$ cat src/hdl/t1_cond_pkg.sv
// Constants shared by the T1 conditioning block and its helpers
`default_nettype none
package t1_cond_pkg;
	// Register byte offsets
	localparam logic [7:0] OFF_CTRL      = 8'h00;
	localparam logic [7:0] OFF_IDLE      = 8'h04;
	localparam logic [7:0] OFF_COND_DATA = 8'h08;
	localparam logic [7:0] OFF_COND_SIG  = 8'h0c;
	localparam logic [7:0] OFF_SLOT_MAP  = 8'h10;
	localparam logic [7:0] OFF_STATUS    = 8'h14;

	// Control register fields
	localparam int CTRL_LINE_LSB    = 0;
	localparam int CTRL_CAS_BIT     = 2;
	localparam int CTRL_RESTORE_BIT = 3;

	// Status register fields
	localparam int ST_RED_BIT     = 0;
	localparam int ST_LINE_BIT    = 1;
	localparam int ST_OVR_BIT     = 2;
	localparam int ST_UND_BIT     = 3;
	localparam int ST_AIS_BIT     = 4;
	localparam int ST_CASM_BIT    = 5;
	localparam int ST_LEVEL_LSB   = 8;

	// Line types
	typedef enum logic [1:0] {
		LINE_D4       = 2'h0,
		LINE_ESF      = 2'h1,
		LINE_UNFRAMED = 2'h2
	} line_type_t;

	// Reset values
	localparam logic [1:0]  RST_LINE_TYPE = 2'h1;
	localparam logic        RST_CAS_EN    = 1'b1;
	localparam logic        RST_RESTORE   = 1'b0;
	localparam logic [7:0]  RST_IDLE      = 8'h7e;
	localparam logic [7:0]  RST_COND_DATA = 8'h7f;
	localparam logic [3:0]  RST_COND_SIG  = 4'h1;
	localparam logic [23:0] RST_SLOT_MAP  = 24'hffffff;

	// Sizes
	localparam int SLOTS      = 24;
	localparam int FIFO_DEPTH = 32;
	localparam logic [7:0] AIS_BYTE  = 8'hff;
	localparam logic [3:0] D4_SIG_MASK = 4'h3;

	// Timing
	localparam longint unsigned CLK_HZ          = 200_000_000;
	localparam longint unsigned RESTORE_SHORT_S = 1;
	localparam longint unsigned RESTORE_LONG_S  = 10;
	localparam longint unsigned RESTORE_SHORT_CYC = RESTORE_SHORT_S * CLK_HZ;
	localparam longint unsigned RESTORE_LONG_CYC  = RESTORE_LONG_S * CLK_HZ;
endpackage : t1_cond_pkg
`default_nettype wire

$ cat src/hdl/cond_fifo.sv
// Flip-flop FIFO with valid/ready on both sides
`timescale 1ns/1ps
`default_nettype none
module cond_fifo #(
	parameter int WIDTH = 12,
	parameter int DEPTH = 32
) (
	input  wire logic                     pclk,
	input  wire logic                     presetn,
	input  wire logic                     in_valid,
	output logic                          in_ready,
	input  wire logic [WIDTH-1:0]         in_data,
	output logic                          out_valid,
	input  wire logic                     out_ready,
	output logic      [WIDTH-1:0]         out_data,
	output logic      [$clog2(DEPTH):0]   level
);
	localparam int AW = $clog2(DEPTH);

	typedef struct packed {
		logic [DEPTH-1:0][WIDTH-1:0] mem;
		logic [AW-1:0]               wp;
		logic [AW-1:0]               rp;
		logic [AW:0]                 cnt;
	} fifo_state_t;

	fifo_state_t st_r;
	fifo_state_t st_nxt;
	logic        push;
	logic        pop;

	assign in_ready  = (st_r.cnt != (AW+1)'(DEPTH));
	assign out_valid = (st_r.cnt != '0);
	assign out_data  = st_r.mem[st_r.rp];
	assign level     = st_r.cnt;
	assign push      = in_valid & in_ready;
	assign pop       = out_valid & out_ready;

	always_comb
	begin
		st_nxt = st_r;
		if (push)
		begin
			st_nxt.mem[st_r.wp] = in_data;
			st_nxt.wp = (st_r.wp == AW'(DEPTH-1)) ? '0 : st_r.wp + 1'b1;
		end
		if (pop)
			st_nxt.rp = (st_r.rp == AW'(DEPTH-1)) ? '0 : st_r.rp + 1'b1;
		st_nxt.cnt = st_r.cnt + (AW+1)'(push) - (AW+1)'(pop);
	end

	always_ff @(posedge pclk or negedge presetn)
	begin
		if (!presetn)
			st_r <= '0;
		else
			st_r <= st_nxt;
	end
endmodule : cond_fifo
`default_nettype wire

$ cat src/hdl/red_alarm_timer.sv
// Red alarm hold with selectable recovery interval
`timescale 1ns/1ps
`default_nettype none
module red_alarm_timer #(
	parameter longint unsigned SHORT_CYC = t1_cond_pkg::RESTORE_SHORT_CYC,
	parameter longint unsigned LONG_CYC  = t1_cond_pkg::RESTORE_LONG_CYC
) (
	input  wire logic pclk,
	input  wire logic presetn,
	input  wire logic alarm_raw,
	input  wire logic sel_long,
	output logic      red_alarm
);
	typedef struct packed {
		logic        red;
		logic [31:0] cnt;
	} timer_state_t;

	timer_state_t st_r;
	timer_state_t st_nxt;
	logic [31:0]  limit;

	assign limit     = sel_long ? 32'(LONG_CYC) : 32'(SHORT_CYC);
	assign red_alarm = st_r.red;

	// Alarm asserts at once; clears only after a full clean interval
	always_comb
	begin
		st_nxt = st_r;
		if (alarm_raw)
		begin
			st_nxt.red = 1'b1;
			st_nxt.cnt = '0;
		end
		else if (st_r.red)
		begin
			if (st_r.cnt + 32'h1 >= limit)
			begin
				st_nxt.red = 1'b0;
				st_nxt.cnt = '0;
			end
			else
				st_nxt.cnt = st_r.cnt + 32'h1;
		end
	end

	always_ff @(posedge pclk or negedge presetn)
	begin
		if (!presetn)
			st_r <= '0;
		else
			st_r <= st_nxt;
	end
endmodule : red_alarm_timer
`default_nettype wire

$ cat src/hdl/t1_fault_conditioning_idle_insert.sv
// T1-side idle insertion, fault conditioning and framer mode control
// Operation
// - Red alarm recovery is one or ten seconds, one second after reset
// - Unused transmit timeslots carry the idle byte, reset value 7e
// - Signaling enabled: framer in CAS mode, fractional-with-CAS operation
// - Signaling disabled: no CAS in framer, plain fractional, no signaling path
// - Line LOS, LOF or AIS: bytes toward IP become conditioning byte 7f
// - Buffer overrun or underrun: bytes toward the line become conditioning byte
// - Unframed: conditioning is sent as AIS, not as a byte pattern
// - Unframed: AIS on line loss of signal or buffer overrun or underrun
// - Line fault forces signaling toward IP to code; AB for D4, ABCD for ESF
// - Buffer overrun or underrun forces signaling toward the line to code
// - Line types D4, ESF and unframed pass-through
//
// Local design decisions: the APB interface to the registers and the placing of the registers.
`timescale 1ns/1ps
`default_nettype none
module t1_fault_conditioning_idle_insert #(
	parameter longint unsigned RESTORE_SHORT_CYC = t1_cond_pkg::RESTORE_SHORT_CYC,
	parameter longint unsigned RESTORE_LONG_CYC  = t1_cond_pkg::RESTORE_LONG_CYC,
	parameter int              FIFO_DEPTH        = t1_cond_pkg::FIFO_DEPTH
) (
	input  wire logic        pclk,
	input  wire logic        presetn,
	// APB slave
	input  wire logic        psel,
	input  wire logic        penable,
	input  wire logic        pwrite,
	input  wire logic [7:0]  paddr,
	input  wire logic [31:0] pwdata,
	output logic      [31:0] prdata,
	output logic             pready,
	output logic             pslverr,
	// Packet side into the receive buffer
	input  wire logic        pkt_valid,
	output logic             pkt_ready,
	input  wire logic [7:0]  pkt_data,
	input  wire logic [3:0]  pkt_sig,
	// T1 transmit slot requests and answers
	input  wire logic        tx_slot_req,
	input  wire logic [4:0]  tx_slot_idx,
	output logic             tx_valid,
	output logic      [7:0]  tx_data,
	output logic      [3:0]  tx_sig,
	output logic             tx_ais,
	// T1 receive side and line alarms
	input  wire logic        rx_valid,
	input  wire logic [7:0]  rx_data,
	input  wire logic [3:0]  rx_sig,
	input  wire logic        line_los,
	input  wire logic        line_lof,
	input  wire logic        line_ais,
	// Toward the IP path
	output logic             ip_valid,
	output logic      [7:0]  ip_data,
	output logic      [3:0]  ip_sig,
	// Framer configuration
	output logic      [1:0]  framer_line_type,
	output logic             framer_cas_mode,
	output logic             red_alarm
);
	localparam int LW = $clog2(FIFO_DEPTH) + 1;

	typedef struct packed {
		logic [1:0]  line_type;
		logic        cas_en;
		logic        restore_long;
		logic [7:0]  idle_code;
		logic [7:0]  cond_data;
		logic [3:0]  fault_signaling_fill_code;
		logic [23:0] slot_map;
		logic [31:0] rdata;
		logic        ovr;
		logic        tx_valid;
		logic [7:0]  tx_data;
		logic [3:0]  tx_sig;
		logic        tx_ais;
		logic        ip_valid;
		logic [7:0]  ip_data;
		logic [3:0]  ip_sig;
	} core_state_t;

	core_state_t st_r;
	core_state_t st_nxt;

	logic          fifo_out_valid;
	logic          fifo_out_ready;
	logic [11:0]   fifo_out;
	logic [LW-1:0] fifo_level;
	logic          unframed;
	logic          is_d4;
	logic          line_fault;
	logic          buf_fault;
	logic          slot_used;
	logic          setup;
	logic          access;
	logic          mapped;

	// Signaling carried: none without CAS, AB only for D4
	function automatic logic [3:0] sig_fit(
		input logic [3:0] s,
		input logic       cas,
		input logic       d4
	);
		logic [3:0] r;
		r = cas ? s : 4'h0;
		if (d4)
			r = r & t1_cond_pkg::D4_SIG_MASK;
		return r;
	endfunction : sig_fit

	function automatic logic is_mapped(input logic [7:0] a);
		return (a == t1_cond_pkg::OFF_CTRL) || (a == t1_cond_pkg::OFF_IDLE) ||
			(a == t1_cond_pkg::OFF_COND_DATA) || (a == t1_cond_pkg::OFF_COND_SIG) ||
			(a == t1_cond_pkg::OFF_SLOT_MAP) || (a == t1_cond_pkg::OFF_STATUS);
	endfunction : is_mapped

	// Each entry holds a byte with its ABCD bits on top
	cond_fifo #(
		.WIDTH (12),
		.DEPTH (FIFO_DEPTH)
	) u_fifo (
		.pclk      (pclk),
		.presetn   (presetn),
		.in_valid  (pkt_valid),
		.in_ready  (pkt_ready),
		.in_data   ({pkt_sig, pkt_data}),
		.out_valid (fifo_out_valid),
		.out_ready (fifo_out_ready),
		.out_data  (fifo_out),
		.level     (fifo_level)
	);

	// Only loss of signal or frame starts the red alarm hold
	red_alarm_timer #(
		.SHORT_CYC (RESTORE_SHORT_CYC),
		.LONG_CYC  (RESTORE_LONG_CYC)
	) u_red (
		.pclk      (pclk),
		.presetn   (presetn),
		.alarm_raw (line_los | line_lof),
		.sel_long  (st_r.restore_long),
		.red_alarm (red_alarm)
	);

	// Fault sources; in framed modes the red alarm hold keeps the IP side conditioned
	assign unframed   = (st_r.line_type == t1_cond_pkg::LINE_UNFRAMED);
	assign is_d4      = (st_r.line_type == t1_cond_pkg::LINE_D4);
	assign line_fault = line_los | line_lof | line_ais | red_alarm;
	assign buf_fault  = st_r.ovr | ~fifo_out_valid;
	// Indices past the last slot count as used only in unframed mode
	assign slot_used  = unframed | ((tx_slot_idx < 5'(t1_cond_pkg::SLOTS)) &&
		st_r.slot_map[tx_slot_idx]);
	// Draining continues during overrun so the fault can clear
	assign fifo_out_ready = tx_slot_req & slot_used;

	// Zero wait states: each access completes at its first access edge
	assign setup   = psel & ~penable;
	assign access  = psel & penable;
	assign mapped  = is_mapped(paddr);
	assign pready  = 1'b1;
	assign pslverr = access & ~mapped;
	assign prdata  = st_r.rdata;

	// Framer sees CAS only in framed modes
	assign framer_line_type = st_r.line_type;
	assign framer_cas_mode  = st_r.cas_en & ~unframed;
	assign tx_valid = st_r.tx_valid;
	assign tx_data  = st_r.tx_data;
	assign tx_sig   = st_r.tx_sig;
	assign tx_ais   = st_r.tx_ais;
	assign ip_valid = st_r.ip_valid;
	assign ip_data  = st_r.ip_data;
	assign ip_sig   = st_r.ip_sig;

	always_comb
	begin
		st_nxt = st_r;

		// Register writes take effect in the access phase
		if (access && pwrite)
		begin
			case (paddr)
				t1_cond_pkg::OFF_CTRL:
				begin
					st_nxt.line_type = pwdata[t1_cond_pkg::CTRL_LINE_LSB +: 2];
					st_nxt.cas_en = pwdata[t1_cond_pkg::CTRL_CAS_BIT];
					st_nxt.restore_long = pwdata[t1_cond_pkg::CTRL_RESTORE_BIT];
				end
				t1_cond_pkg::OFF_IDLE:
				begin
					st_nxt.idle_code = pwdata[7:0];
				end
				t1_cond_pkg::OFF_COND_DATA:
				begin
					st_nxt.cond_data = pwdata[7:0];
				end
				t1_cond_pkg::OFF_COND_SIG:
				begin
					st_nxt.fault_signaling_fill_code = pwdata[3:0];
				end
				t1_cond_pkg::OFF_SLOT_MAP:
				begin
					st_nxt.slot_map = pwdata[23:0];
				end
				// Status is read-only and unmapped offsets take no write
				default:
				begin
					st_nxt.slot_map = st_r.slot_map;
				end
			endcase
		end

		// Read data is captured in the setup phase
		if (setup && !pwrite)
		begin
			st_nxt.rdata = 32'h0;
			case (paddr)
				t1_cond_pkg::OFF_CTRL:
				begin
					st_nxt.rdata[t1_cond_pkg::CTRL_LINE_LSB +: 2] = st_r.line_type;
					st_nxt.rdata[t1_cond_pkg::CTRL_CAS_BIT] = st_r.cas_en;
					st_nxt.rdata[t1_cond_pkg::CTRL_RESTORE_BIT] = st_r.restore_long;
				end
				t1_cond_pkg::OFF_IDLE:
				begin
					st_nxt.rdata[7:0] = st_r.idle_code;
				end
				t1_cond_pkg::OFF_COND_DATA:
				begin
					st_nxt.rdata[7:0] = st_r.cond_data;
				end
				t1_cond_pkg::OFF_COND_SIG:
				begin
					st_nxt.rdata[3:0] = st_r.fault_signaling_fill_code;
				end
				t1_cond_pkg::OFF_SLOT_MAP:
				begin
					st_nxt.rdata[23:0] = st_r.slot_map;
				end
				t1_cond_pkg::OFF_STATUS:
				begin
					st_nxt.rdata[t1_cond_pkg::ST_RED_BIT]  = red_alarm;
					st_nxt.rdata[t1_cond_pkg::ST_LINE_BIT] = line_fault;
					st_nxt.rdata[t1_cond_pkg::ST_OVR_BIT]  = st_r.ovr;
					st_nxt.rdata[t1_cond_pkg::ST_UND_BIT]  = ~fifo_out_valid;
					st_nxt.rdata[t1_cond_pkg::ST_AIS_BIT]  = st_r.tx_ais;
					st_nxt.rdata[t1_cond_pkg::ST_CASM_BIT] = framer_cas_mode;
					st_nxt.rdata[t1_cond_pkg::ST_LEVEL_LSB +: LW] = fifo_level;
				end
				default:
				begin
					st_nxt.rdata = 32'h0;
				end
			endcase
		end

		// Overrun: a byte offered while the buffer is full; held until room returns
		if (pkt_ready)
			st_nxt.ovr = 1'b0;
		if (pkt_valid && !pkt_ready)
			st_nxt.ovr = 1'b1;

		// Transmit toward the T1 line
		st_nxt.tx_valid = tx_slot_req;
		// AIS flag tracks faults every cycle, not only on slot requests
		if (unframed)
			st_nxt.tx_ais = line_los | buf_fault;
		else
			st_nxt.tx_ais = 1'b0;
		// Framed priority: unused slot, then buffer fault, then live data
		if (tx_slot_req)
		begin
			if (unframed)
			begin
				// Every slot carries data; conditioning goes out as all ones
				if (line_los || buf_fault)
					st_nxt.tx_data = t1_cond_pkg::AIS_BYTE;
				else
					st_nxt.tx_data = fifo_out[7:0];
				st_nxt.tx_sig = 4'h0;
			end
			else if (!slot_used)
			begin
				st_nxt.tx_data = st_r.idle_code;
				st_nxt.tx_sig = 4'h0;
			end
			else if (buf_fault)
			begin
				st_nxt.tx_data = st_r.cond_data;
				st_nxt.tx_sig = sig_fit(st_r.fault_signaling_fill_code, st_r.cas_en,
					is_d4);
			end
			else
			begin
				st_nxt.tx_data = fifo_out[7:0];
				st_nxt.tx_sig = sig_fit(fifo_out[11:8], st_r.cas_en, is_d4);
			end
		end

		// Toward the IP path
		st_nxt.ip_valid = rx_valid;
		if (rx_valid)
		begin
			if (unframed)
			begin
				// Only loss of signal turns unframed traffic into all ones
				st_nxt.ip_data = line_los ? t1_cond_pkg::AIS_BYTE : rx_data;
				st_nxt.ip_sig = 4'h0;
			end
			else if (line_fault)
			begin
				st_nxt.ip_data = st_r.cond_data;
				st_nxt.ip_sig = sig_fit(st_r.fault_signaling_fill_code, st_r.cas_en,
					is_d4);
			end
			else
			begin
				st_nxt.ip_data = rx_data;
				st_nxt.ip_sig = sig_fit(rx_sig, st_r.cas_en, is_d4);
			end
		end
	end

	always_ff @(posedge pclk or negedge presetn)
	begin
		if (!presetn)
		begin
			// Configuration at its defaults, traffic state cleared
			st_r                           <= '0;
			st_r.line_type                 <= t1_cond_pkg::RST_LINE_TYPE;
			st_r.cas_en                    <= t1_cond_pkg::RST_CAS_EN;
			st_r.restore_long              <= t1_cond_pkg::RST_RESTORE;
			st_r.idle_code                 <= t1_cond_pkg::RST_IDLE;
			st_r.cond_data                 <= t1_cond_pkg::RST_COND_DATA;
			st_r.fault_signaling_fill_code <= t1_cond_pkg::RST_COND_SIG;
			st_r.slot_map                  <= t1_cond_pkg::RST_SLOT_MAP;
		end
		else
			st_r <= st_nxt;
	end
endmodule : t1_fault_conditioning_idle_insert
`default_nettype wire

$ cat config.mk
export PLATFORM = sky130hd
export DESIGN_NAME = t1_fault_conditioning_idle_insert
export DESIGN_NICKNAME = d
export VERILOG_FILES = /design/src/hdl/t1_cond_pkg.sv /design/src/hdl/cond_fifo.sv /design/src/hdl/red_alarm_timer.sv /design/src/hdl/t1_fault_conditioning_idle_insert.sv
export SDC_FILE = /design/constraint.sdc
export NUM_CORES = 1
export LEC_CHECK = 0
export ABC_CLOCK_PERIOD_IN_PS = 6200
export BUFFER_PORTS_ARGS = -buffer_cell sky130_fd_sc_hd__buf_2
export CAP_MARGIN = 5
export CORE_ASPECT_RATIO = 0.6
export CORE_MARGIN = 8
export CORE_UTILIZATION = 65
export CTS_BUF_LIST = sky130_fd_sc_hd__clkbuf_8
export CTS_CLUSTER_SIZE = 10
export DETAILED_ROUTE_END_ITERATION = 16
export PLACE_DENSITY = 0.84
export SLEW_MARGIN = 20
export SYNTH_ARGS = -nofsm -noshare
export SYNTH_HDL_FRONTEND = slang
export SYNTH_SLANG_ARGS = --single-unit
$ cat constraint.sdc
create_clock -name pclk -period 6.2 [get_ports pclk]
set_input_delay 1.24 -clock pclk [delete_from_list [all_inputs] [get_ports pclk]]
set_output_delay 1.24 -clock pclk [all_outputs]
set_load 0.05 [all_outputs]
; ---- After elaboration in Yosys (flattened, before gate mapping)
; Cells that the tools add are included.
[word_totals]
out_inout_bits = 66
ramBits = 0
rom_bits = 0
latch_bits = 0
regBits = 533
mem_count = 0
in_bits = 80
[classes]
n_reduce_logical = 23
mux = 35
shift = 0
n_bitwise = 17
n_div = 0
multipliers = 0
add_sub_neg = 5
eq_ne = 9
n_lt_le_gt_ge = 6
[ops]
columns = cell, count
row1 = $bwmux W384, 1
row2 = $mux W12, 7
row3 = $mux W33, 2
row4 = $bmux W12 S5, 1
row5 = $demux W12 S5, 1
row6 = $add A32 B1 Y32 const B, 1
row7 = $ge A32 B32 Y1, 1
row8 = $mux W32, 1
row9 = $mux W31, 1
row10 = $mux W4, 6
row11 = $pmux W4 S6, 1
row12 = $lt A5 B6 Y1 const B, 3
row13 = $eq A8 B4 Y1 const B, 2
row14 = $eq A8 B5 Y1 const B, 2
row15 = $mux W8, 2
row16 = $pmux W6 S2, 1
row17 = $add A5 B1 Y5 const B, 2
row18 = $eq A5 B5 Y1 const B, 2
row19 = $mux W10, 1
row20 = $mux W5, 2
row21 = $reduce_and A2 Y1, 5
row22 = $eq A8 B3 Y1 const B, 1
row23 = $logic_not A8 Y1, 1
row24 = $pmux W2 S4, 1
row25 = 18 further kinds, 47

; ---- Depth between registers and ports, before layout
; Gate-level depths: netlist (run 1).
[logic_depth]
ltp_word = 8
ltp_mapped = 19

; ---- By module
; Synthesis (run 1) repeated with hierarchy kept, for this count alone.
[hier_totals]
hier_cells = 1960
hier_area_um2 = 26399.1
[by_module_without_submodules]
columns = mod, area_per_inst_um2, n_inst, cells_each, seq_area_each_um2
row1 = cond_fifo, 18582.8, 1, 1188, 10009.6
row2 = t1_fault_conditioning_idle_insert, 5348.9, 1, 499, 2552.4
row3 = red_alarm_timer, 2467.4, 1, 273, 825.8

; ---- Worst setup path before layout (run 1)
; OpenSTA, ideal clock, no wires.
[synth_path]
path_kind = input -> register
startpoint = in tx_slot_idx[0]
endpoint = reg u_fifo.st_r (netlist bit u_fifo.level[4])
setup_ps = 80
n_path_buf = 1
setup_slack_ps = 1621
t_required_ps = 6120
arrival_ps = 4499
path_stages = 15
path_cell_list = clkbuf_1 > mux4_2 > mux4_2 > mux2i_2 > nand2_1 > nand3_1 > inv_1 > ha_1 > inv_1 > ha_1 > fa_1 > a21oi_1 > nor2_1 > nor2_1 > xnor2_1
[synth_lines]
columns = item, line
row1 = start: declaration, t1_fault_conditioning_idle_insert.sv:41  ; input wire logic [4:0] tx_slot_idx,
row2 = end signal: assignment, cond_fifo.sv:57  ; st_r <= st_nxt;
row3 = end: declaration, cond_fifo.sv:27  ; fifo_state_t st_r;

; ---- Worst setup path in the final report (run 1)
[layout_path]
startpoint = reg u_red.st_r[0] in the netlist's numbering
endpoint = reg u_red.st_r[16] in the netlist's numbering
[layout_between]
elab_chain_len = 5
[layout_rtl]
columns = item, line
row1 = start: declaration, red_alarm_timer.sv:19  ; timer_state_t st_r;
row2 = start signal: assignment, red_alarm_timer.sv:52  ; st_r <= st_nxt;
row3 = $add A32 B1 Y32 (*), "red_alarm_timer.sv:37, red_alarm_timer.sv:43"
row4 = $ge A32 B32 Y1, red_alarm_timer.sv:37  ; if (st_r.cnt + 32'h1 >= limit)
row5 = $mux W32 (*), red_alarm_timer.sv:37
row6 = $mux W33 (*), red_alarm_timer.sv:35  ; else if (st_r.red)
row7 = $mux W33 (*), red_alarm_timer.sv:30  ; if (alarm_raw)
; Every way passes the cells marked *; elsewhere a longest branch is shown, timed or not. The select of a mux whose other input is x is not followed.
; A chain may end at the register's enable or synchronous reset.

==> results of run 1 <==
==> cell type report <==
cell class | instances | area (um2) | share of cell area, %
flip-flops and latches | 533 | 13400 | 47.5
diodes | 1 | 2.50 | 0.00886
clock inverters | 36 | 206 | 0.731
repair buffers | 144 | 808 | 2.86
well taps | 531 | 664 | 2.35
multi-input cells | 1148 | 11600 | 41.0
clock buffers | 105 | 1450 | 5.12
inverters | 35 | 131 | 0.465
==> routing by layer <==
layer / global-route usage [%] / vias to the layer above / wire (um)
met4: 8.17 / 4 / 1560
met3: 8.46 / 129 / 5990
met1: 40.2 / 8880 / 27900
met5: 0 / - / 26
li1: - / 7114 / -
met2: 41.4 / 656 / 29600
==> through the flow <==
stage	util, %	worst slack, ps	instance area, um2	hold WS (ps)	power [uW]
final	70.4	1470	28200	489	11200
after detailed placement	66.3	1370	26600	464	8270
after CTS	70.4	1560	28200	488	11200
after global routing	70.4	1090	28200	511	11700
after global placement	66.3	1450	26600	469	7990
after floorplan	-	1620	26200	450	7300
==> logic make-up (layout without fill, tap and decap cells) <==
| logic type | count (synthesis) | in the layout |
|---|---|---|
| compound gates | 206 | 206 |
| xor+xnor | 19 | 19 |
| fa+ha+maj | 33 | 33 |
| buf+inv | 249 | 320 |
| flops | 533 | 533 |
| mux | 588 | 588 |
| other cells | 2 | 10 |
| simple gates | 293 | 293 |
==> sequential cells by signal (all words and copies together), names as in the netlist <==
name / flops
framer_line_type: 2
ip_data: 8
ip_sig: 4
ip_valid: 1
prdata: 24
st_r: 47
tx_ais: 1
tx_data: 8
tx_sig: 4
tx_valid: 1
u_fifo.level: 6
u_fifo.st_r: 394
u_red.red_alarm: 1
u_red.st_r: 32
==> power groups by stage <==
stage               registers, uW  clock network [uW]  logic (uW)
finish                       5260                2950        3010
global route                 5370                3140        3220
CTS                          5230                2980        3000
detailed placement           5290                   0        2980
global placement             5160                   0        2820
floorplan                    4970                   0        2330
==> how the worst min path moves through the flow <==
| stage | cells past startpoint | endpoint |
|---|---|---|
| 6_report | 1 | prdata[5] |
| 5_1_grt | 1 | u_fifo.st_r[240] |
| 4_1_cts | 1 | prdata[5] |
| 3_5_place_dp | 2 | prdata[12] |
| 3_3_place_gp | 2 | prdata[12] |
| 2_1_floorplan | 2 | prdata[10] |
==> worst register-to-register path: cells and delay by family (launching register included) <==
family	cells	cell delay [ps]
compound gates	2	370
xor+xnor	1	230
fa+ha+maj	2	630
flops	1	500
simple gates	9	2920
==> placed cells by master (no fill, tap or decap), types with 8 or more instances in the layout <==
| cell | count |
|---|---|
| o21ai_0 | 43 |
| nor4_1 | 10 |
| and3_1 | 15 |
| a21o_1 | 16 |
| mux2_2 | 435 |
| a21oi_1 | 25 |
| dfrtp_1 | 490 |
| nand3_1 | 21 |
| nor3_1 | 22 |
| nand4_1 | 17 |
| o31ai_1 | 14 |
| mux2i_1 | 25 |
| nand2_1 | 107 |
| o221ai_1 | 8 |
| buf_4 | 13 |
| buf_2 | 127 |
| dfstp_2 | 40 |
| nor2_1 | 42 |
| a31oi_1 | 16 |
| mux4_2 | 127 |
| xor2_1 | 11 |
| a22o_1 | 22 |
| xnor2_1 | 8 |
| clkbuf_8 | 105 |
| ha_1 | 32 |
| o22ai_1 | 8 |
| inv_1 | 60 |
| a211oi_1 | 18 |
| conb_1 | 9 |
==> cell usage after synthesis (all sizes together) (14+ instances only) <==
cell type  number
mux2          435
mux2i          26
nand4          17
inv            35
o21ai          45
nor2           43
buf            98
ha             32
a21o           16
a22o           22
o31ai          14
dfstp          40
a21oi          26
a31oi          16
and3           15
nand2         107
nor3           26
mux4          127
a211oi         18
dfrtp         493
clkbuf        116
nand3          22
==> summary.md, run 1 <==
| Metric | Value |
|---|---|
| CTS tree | `yes` |
| GPL Wtd Cong | `0.906` |
| Worst-path clk slew | `around 60 ps` |
| Clock sink count | `roughly 530` |
| Clk pwr share | `a little over a quarter` |
| Vias in the first global route | `between 15,000 and 20,000` |
| Largest net degree at the start of global routing | `154` |
| CTS buffer count | `78` |
| Post-route setup TNS | `0 ps` |
| Reg-to-Reg Start | `u_red.st_r[0]` |
| Yosys top cell area share | `about 47%` |
| Core footprint | `~0.040 mm2` |
| Gr usage total | `28.0%` |
| Final setup viols | `0` |
| CP cell instances | `ha_1 -> nand4_1 -> nor4_1 -> nand3_1 -> nor3_1 -> xor2_1 -> ha_1 -> nand3_1 -> nor2_1 -> a21oi_1 -> nand4b_1 -> or3_1 -> nor2_4 -> a221o_1` |
| Crit-path leading delay family | `simple AND/OR/NAND/NOR gates` |
| Critical Path Sink | `u_red.st_r[16]` |
| Synth Area in Adders | `under 10%` |
| Fillcell total | `between 2,000 and 3,000` |
| Final #Nets | `2,053` |
| Root Buffer Master | `clkbuf_8` |
| Die H | `approximately 170 um` |
| Worst R2R Setup Slack | `about 1500 ps` |
| Outcome | `finished clean` |
| EDFF count, synth | `0` |
| Data arrival, critical path | `5300 ps` |
| Max Freq | `211 MHz` |
| Minimum clock period | `4730 ps` |
| Sw Share | `29.9%` |
| Worst path slowest cell | `or3_1` |
| Initial core utilization | `between 60% and 70%` |
| GRT overflow | `0` |
| Skew-Pair Late Insertion Delay | `660 ps` |
| DR vias/cell | `about 6.6` |
| Synthesized area per cell | `around 14 um2` |
| Crit Path Max Fanout | `26` |
| P_leak | `about 0.013 uW` |
| Xor/xnor share of the synthesized area | `less than 1%` |
| Worst hold path class | `flip-flop to flip-flop` |
| I/O Buffers | `128` |
| Hold Buf Count CTS | `0` |
| Crit. End Element | `flip-flop` |
| Post-Synthesis Cells | `~1,900` |
| Synth async-reset ratio | `100%` |
| Post-route insts no fill | `around 2,500` |
| Post-CTS Resized | `0` |
| Top cell type by total area after synthesis | `dfrtp_1` |
| Postcts setup bufs | `0` |
| CP startpoint kind | `flip-flop` |
| YS warnings | `0` |
| Row count | `57` |
| Dpl cells | `2,391` |
| Area growth from synthesis to layout | `8.05%` |
| Yosys reg bits | `~530` |
| Final-report hold violation count | `0` |
| NetSw | `~3400 uW` |
| DR pass1 iterations | `5` |
| Detail Placement HPWL | `about 43,000 um` |
| Logic pwr share | `between 20 and 30%` |
| Drt wl/cell | `roughly 26 um` |
| Internal Power | `roughly 8000 uW` |
| R2R Path End | `u_red.st_r[16]` |
| Netlist Area Pre-Place | `0.0261 mm2` |
| Sequential share of power | `a little under half` |
| Clk buf depth | `3` |
| Mux cell area share after synthesis | `30.7%` |
| Remaining DRCs | `0` |
| Largest family of logic cells by synthesized area | `multiplexers` |
| RSZ-0062 raised after global routing | `false` |
| Tcrit/Tclk final | `between 70% and 80%` |
| Number of routed nets with antenna violations | `0` |
| Simple-gate share of the synthesized area | `under 10%` |
| Die ar. | `about 0.047 mm2` |
| Critical path depth | `14` |
| FF-to-FF path depth | `14` |
| Crit path from | `u_red.st_r[0]` |
| Drt total wl | `approximately 65,000 um` |
| DR vias | `about 17,000` |
| # IOs | `approximately 150` |
| Critical setup path kind | `flip-flop to flip-flop` |
| Max-cap violation count | `0` |
| Layout cells sized above 1 | `about 44%` |
| Relative slew margins | `between 20% and 30%` |
| Compound-Gate Fraction of Synth Area | `around 5.4%` |
| Critical Path RT | `a little under 7000 ps` |
| Peak VDD IR | `284 uV` |
| Initial drt markers | `1,914` |
| First-pass GRT wire length | `about 100,000 um` |
| Most common flop cell mapped by yosys | `dfrtp_1` |
| CP max stage delay | `roughly 770 ps` |
| Cell variety after synth | `68` |
| Slew Viols, Final | `0` |
| Post-synthesis sequential area ratio | `between 50% and 60%` |
| Initial antenna violation count | `2` |
| Buf+Inv Stages, Crit Path | `0` |
| Worst Skew | `30.0 ps` |
| Slew @ Worst Pin | `between 1000 and 1500 ps` |
| Die Wd | `between 200 and 300 um` |
| CTS H-tree lvls | `3` |
| Top cells by area, synth | `dfrtp_1 47%, mux2_2 19%, mux4_2 11%` |
| Hold Startpoint | `prdata[5]` |
| P per Cell Area | `398 mW/mm2` |
Power figures use the tool's default switching activity.
==> inputs of run 2 (changes only) <==
Settings changed: ABC_CLOCK_PERIOD_IN_PS 6200 to 3800, CORE_UTILIZATION 65 to 57, PLACE_DENSITY 0.84 to 0.78.
Clock period 6.2 ns to 3.8 ns, I/O delays scaled along.
==> summary.md, run 2 (synthesis gave the netlist of run 1 again) <==
| Metric | Value |
|---|---|
| GRT busiest layer | `met2` |
| Worst-path clk slew | `70 ps` |
| Crit Path Max Fanout | `9` |
| Minimum clock period | `between 3000 and 4000 ps` |
| Outcome | `finished clean` |
| Final #Nets | `between 2,000 and 2,500` |
| Root Buffer Master | `clkbuf_8` |
| Vias in the first global route | `17,300` |
| Crit. End Element | `flip-flop` |
| Post-route insts no fill | `roughly 2,700` |
| DR vias/cell | `6.36` |
| Die H | `approximately 180 um` |
| Largest Register | `u_fifo.st_r` |
| Skew-Pair Late Insertion Delay | `slightly below 700 ps` |
| Slew @ Worst Pin | `between 800 and 900 ps` |
| Core footprint | `0.0450 mm2` |
| Remaining DRCs | `0` |
| Gr usage total | `between 20% and 30%` |
| Final setup viols | `0` |
| Max Freq | `approximately 270 MHz` |
| Largest net degree at the start of global routing | `95` |
| Tcrit/Tclk final | `a little over nine tenths` |
| Initial drt markers | `between 1,500 and 2,000` |
| Data arrival, critical path | `4170 ps` |
| Final-report hold violation count | `0` |
| I/O Buffers | `~130` |
| CP most frequent cell | `buf_4` |
| Layout cells sized above 1 | `between 40% and 50%` |
| NetSw | `5510 uW` |
| DR pass1 iterations | `5` |
| CP startpoint kind | `flip-flop` |
| Biggest regs | `u_fifo.st_r x394, st_r x47, u_red.st_r x32` |
| Dpl cells | `2,505` |
| Commonest non-fill, non-tap cell in the layout | `dfrtp_1` |
| Drt total wl | `roughly 67,000 um` |
| Worst path slowest cell | `dfrtp_1` |
| Relative slew margins | `43.7%` |
| Met1 Usage GRT | `36.2%` |
| Logic pwr share | `around 27%` |
| Worst hold path class | `input pin to asynchronous set/reset pin` |
| Initial antenna violation count | `6` |
| Peak VDD IR | `approximately 450 uV` |
| Commonest non-fill, non-tap cells in the layout | `488 x dfrtp_1, 435 x mux2_2, 127 x mux4_2, 127 x buf_2, 107 x nand2_1` |
| Die ar. | `approximately 0.053 mm2` |
| Detail Placement HPWL | `45,500 um` |
| Critical setup path kind | `flip-flop to flip-flop` |
| CTS H-tree lvls | `3` |
| P_leak | `0.0134 uW` |
| Max-cap violation count | `0` |
| Area growth from synthesis to layout | `10.8%` |
| Worst Skew | `46.1 ps` |
| M2 GR Usage | `between 30% and 40%` |
| Number of routed nets with antenna violations | `0` |
| P per Cell Area | `637 mW/mm2` |
| M3 GR Usage | `7.69%` |
| CTS tree | `yes` |
| Die Wd | `292 um` |
| # IOs | `146` |
| Hold Buf Count CTS | `0` |
| Slew Viols, Final | `0` |
| Sequential share of power | `a little under half` |
| GRT overflow | `0` |
| Buf+Inv Stages, Crit Path | `3` |
| Crit-path leading delay family | `simple AND/OR/NAND/NOR gates` |
| Flip-flop count of the largest register after layout | `394` |
| Drt wl/cell | `about 25 um` |
| Clk pwr share | `a little over a quarter` |
| Critical Path RT | `approximately 4300 ps` |
| CTS buffer count | `78` |
| First-pass GRT wire length | `between 100,000 and 150,000 um` |
| Clock sink count | `about 530` |
| Internal Power | `12,900 uW` |
| Initial core utilization | `between 50% and 60%` |
| Hold WS | `between 100 and 150 ps` |
| Sw Share | `roughly 30%` |
| CP cell instances | `buf_4 -> and4_1 -> nand3_1 -> buf_4 -> nor3_1 -> nand4_1 -> xnor2_1 -> ha_1 -> nand4_1 -> nor2_1 -> mux2i_1 -> a221oi_2 -> o21a_1 -> o221a_2 -> nor2_4 -> buf_4 -> a221o_1` |
| Clk buf depth | `3` |
| GPL Wtd Cong | `0.921` |
| CP max stage delay | `approximately 380 ps` |
| Post-route setup TNS | `0 ps` |
| Row count | `60` |
| DR vias | `roughly 17,000` |
==> run 2: layer usage <==
metal  up-vias  share of wire [%]
met2       642                 45
li1       7199                  -
met5         -              0.054
met3       115                8.9
met4         6                2.4
met1      8896                 44
==> run 2: timing repair <==
action	CTS	global route
hold endpoints to repair	0	0
setup buffers	0	1
setup endpoints to repair	0	32
resized for setup	0	17
==> run 2: cell type report <==
class	instances	area, um2
diodes	2	5.00
clock buffers	102	1400
clock inverters	42	292
fillers	3225	16100
inverters	35	131
multi-input cells	1148	11600
flip-flops and latches	533	13400
well taps	589	737
repair buffers	201	1340
==> run 2: path summary, 6_finish.rpt <==
path	start	endpoint	slack (ps)	depth (start not counted)
min in group pclk	pwdata[23]	st_r[83]	340	2
setup reg to reg	u_red.st_r[8]	u_red.st_r[16]	160	17
setup / recovery	u_red.st_r[8]	u_red.st_r[16]	160	17
hold reg to reg	prdata[1]	prdata[1]	480	2
hold / removal	presetn	u_fifo.st_r[24]	140	1
max in group asynchronous	presetn	st_r[102]	2630	2
==> run 2: power by group through the flow <==
stage,Clock (uW),Combinational (uW),Sequential (uW)
2_1_floorplan,0,3800,8120
3_3_place_gp,0,4740,8380
3_5_place_dp,0,4970,8580
4_1_cts,4970,4990,8490
5_1_grt,5210,5360,8730
6_report,4900,4990,8540
==> run 2: worst reg2reg max path: stages (launching register included) <==
cell and delay [ps]:
dfrtp_1 380, buf_4 170, and4_1 260, nand3_1 170, buf_4 190, nor3_1 150, nand4_1 170, xnor2_1 170
ha_1 280, nand4_1 100, nor2_1 110, mux2i_1 110, a221oi_2 260, o21a_1 140, o221a_2 300, nor2_4 80
buf_4 180, a221o_1 300
==> run 2: stage by stage <==
step / worst slack, ps / utilization, % / instance area, um2 / power [uW]
after global routing: -3.02 / 64.3 / 28900 / 19300
after detailed placement: -9.75 / 60.3 / 27200 / 13600
after floorplan: 19.0 / - / 26200 / 11900
after global placement: 10.3 / 60.3 / 27200 / 13100
final: 157 / 64.3 / 28900 / 18400
after CTS: 30.3 / 64.1 / 28900 / 18500
==> inputs of run 3 (changes only) <==
Settings changed: SYNTH_HIERARCHICAL set to 1.
==> summary.md, run 3 <==
| Metric | Value |
|---|---|
| YS warnings | `6` |
| Worst R2R Setup Slack | `between 150 and 200 ps` |
| Relative slew margins | `26.8%` |
| Remaining DRCs | `0` |
| CTS tree | `yes` |
| Peak VDD IR | `about 480 uV` |
| Sw Share | `about a third` |
| Number of routed nets with antenna violations | `0` |
| I/O Buffers | `roughly 130` |
| Largest Register | `u_fifo/st_r` |
| Post-synthesis sequential area ratio | `about half` |
| Clk buf depth | `3` |
| Top-count cell post-synth | `dfrtp_1` |
| Hold Buf Count CTS | `0` |
| Most frequent cells after synthesis | `493 x dfrtp_1, 444 x mux2_2, 98 x mux4_2, 85 x buf_4, 84 x nand2_1` |
| Area growth from synthesis to layout | `9.07%` |
| Cell area after layout | `about 0.029 mm2` |
| Minimum clock period | `about 3600 ps` |
| Max Freq | `around 280 MHz` |
| Sequential share of power | `44.3%` |
| Initial drt markers | `approximately 1,600` |
| Vias in the first global route | `around 18,000` |
| Internal Power | `roughly 13,000 uW` |
| Final setup viols | `0` |
| Post-Synthesis Cells | `slightly below 2,000` |
| Worst hold path class | `input pin to asynchronous set/reset pin` |
| Clock sink count | `between 500 and 600` |
| First-pass GRT wire length | `104,000 um` |
| Clk pwr share | `roughly a quarter` |
| DR vias | `17,100` |
| P_leak | `~0.013 uW` |
| CTS H-tree lvls | `3` |
| Synthesized area per cell | `roughly 13 um2` |
| DR pass1 iterations | `7` |
| CTS buffer count | `77` |
| Top cells by area, synth | `dfrtp_1 47%, mux2_2 19%, mux4_2 8.4%` |
| Die Wd | `between 200 and 300 um` |
| Commonest non-fill, non-tap cells in the layout | `491 x dfrtp_1, 444 x mux2_2, 127 x buf_2, 99 x clkbuf_8, 98 x mux4_2` |
| Crit Path Max Fanout | `14` |
| Placed Area | `about 0.027 mm2` |
| P per Cell Area | `between 600 and 700 mW/mm2` |
| Fin worst setup slack | `approximately 200 ps` |
| Drt total wl | `67,100 um` |
| EDFF count, synth | `0` |
| Data arrival, critical path | `4180 ps` |
| Root Buffer Master | `clkbuf_8` |
| Yosys reg bits | `533` |
| Critical setup path kind | `flip-flop to flip-flop` |
| Final-report hold violation count | `0` |
| Outcome | `finished clean` |
| Initial core utilization | `between 50% and 60%` |
| Worst-path clk slew | `~70 ps` |
| GRT overflow | `0` |
| NetSw | `6080 uW` |
| Gr usage total | `24.8%` |
| Place WS | `-161 ps` |
| Core footprint | `around 0.046 mm2` |
| # IOs | `roughly 150` |
| Yosys top cell area share | `46.7%` |
| Detail Placement HPWL | `approximately 46,000 um` |
| Die ar. | `between 0.05 and 0.06 mm2` |
| Tcrit/Tclk final | `94.8%` |
| Drt wl/cell | `between 20 and 25 um` |
| Max-cap violation count | `0` |
| Flip-flop count of the largest register after layout | `between 300 and 400` |
| Slew Viols, Final | `0` |
| Worst Skew | `around 31 ps` |
| Reg-to-Reg Start | `u_red/st_r[0]` |
| Synth async-reset ratio | `between 90% and 100%` |
| Layout cells sized above 1 | `a little under half` |
| Netlist Area Pre-Place | `0.0264 mm2` |
| Die H | `about 180 um` |
| Crit. End Element | `flip-flop` |
| Commonest non-fill, non-tap cell in the layout | `dfrtp_1` |
| Cell variety after synth | `83` |
| Biggest regs | `u_fifo/st_r x394, st_r x47, u_red/st_r x32` |
| Skew-Pair Late Insertion Delay | `~650 ps` |
| Row count | `61` |
| Critical Path RT | `~4400 ps` |
| GPL Wtd Cong | `approximately 0.9` |
| Top cell type by total area after synthesis | `dfrtp_1` |
| Slew @ Worst Pin | `between 1000 and 1500 ps` |
| R2R Path End | `u_red/st_r[24]` |
| FF-to-FF path depth | `13` |
| Most common flop cell mapped by yosys | `dfrtp_1` |
| Initial antenna violation count | `5` |
| Logic pwr share | `roughly 31%` |
| CP startpoint kind | `flip-flop` |
| Largest net degree at the start of global routing | `around 90` |
| Final #Nets | `around 2,100` |
| Post-route setup TNS | `0 ps` |
| DR vias/cell | `roughly 6.3` |
## run 3: cell count changes in the layout (fill, tap and decap cells not counted), sizes merged, moves of 16 or more
| cell | change |
|---|---|
| buf | -21 |
| o21ai | -19 |
| nor2 | +16 |
| o22ai | +44 |
| mux4 | -29 |
## run 3: per-stage QoR
step	hold slack, ps	power [uW]	cells	utilization (%)
after global placement	445	14000	2562	58.9
after global routing	139	20000	2704	62.6
after detailed placement	456	14400	2562	58.9
after CTS	99.7	19200	2703	62.4
final	106	19100	2705	62.6
after floorplan	440	12900	1967	-
## run 3: kinds of logic (layout without fill, tap and decap cells)
logic type                 Yosys count  after routing  share of synthesized area [%]
other                                2             10                         0.0284
adders and majority gates           33             33                           1.59
and+or+nand+nor                    333            333                           7.31
muxes                              566            566                           28.2
xor gates and xnor gates            17             17                          0.564
AOI/OAI and AO/OA                  223            223                           6.06
buffers and inverters              253            360                           5.51
DFF                                533            533                           50.7
## run 3: area by class of cell
cell class,instances,area (um2)
fillers,3406,17200
flip-flops and latches,533,13400
multi-input cells,1181,11700
clock buffers,99,1360
repair buffers,180,1170
well taps,630,788
clock inverters,42,230
inverters,39,149
diodes,1,2.50
## run 3: power groups by stage
stage | logic, uW | clock network, uW | registers (uW)
6_report | 5950 | 4700 | 8480
5_1_grt | 6310 | 5060 | 8680
4_1_cts | 5930 | 4770 | 8450
3_5_place_dp | 5900 | 0 | 8540
3_3_place_gp | 5670 | 0 | 8380
2_1_floorplan | 4830 | 0 | 8030
## run 3: critical path, cell delays in order (launching register included)
cell and delay, ps:
dfrtp_1 400, ha_2 240, nand2_1 140, nor2_2 180, buf_4 170, nand3_2 190
nor4_2 330, xor2_1 230, ha_1 250, and3_1 180, a22oi_1 170, nand4b_1 220
nor3_4 580, a22o_1 250
## run 3: worst max-delay path by stage
stage / startpoint / endpoint / slack, ps
2_1_floorplan: tx_slot_idx[0] / u_fifo/level[5] / 30
6_report: u_red/st_r[0] / u_red/st_r[24] / 200
4_1_cts: u_red/st_r[0] / u_red/st_r[9] / 70
3_3_place_gp: tx_slot_idx[0] / u_fifo/level[5] / -40
3_5_place_dp: tx_slot_idx[0] / u_fifo/level[5] / -160
5_1_grt: u_red/st_r[0] / u_red/st_r[25] / -70
## run 3: repair_timing
action                                  CTS  global route
endpoints found under the setup margin   14            32
setup buffers                             0             1
pin swaps                                 0             2
cloned                                    0             0
gates resized for setup                   1            13
## run 3: metal layers
layer	GRT usage (%)	routed length (um)
met1	37.1	30000
met2	34.8	29000
met3	8.79	6940
met4	5.16	1060
met5	0	13
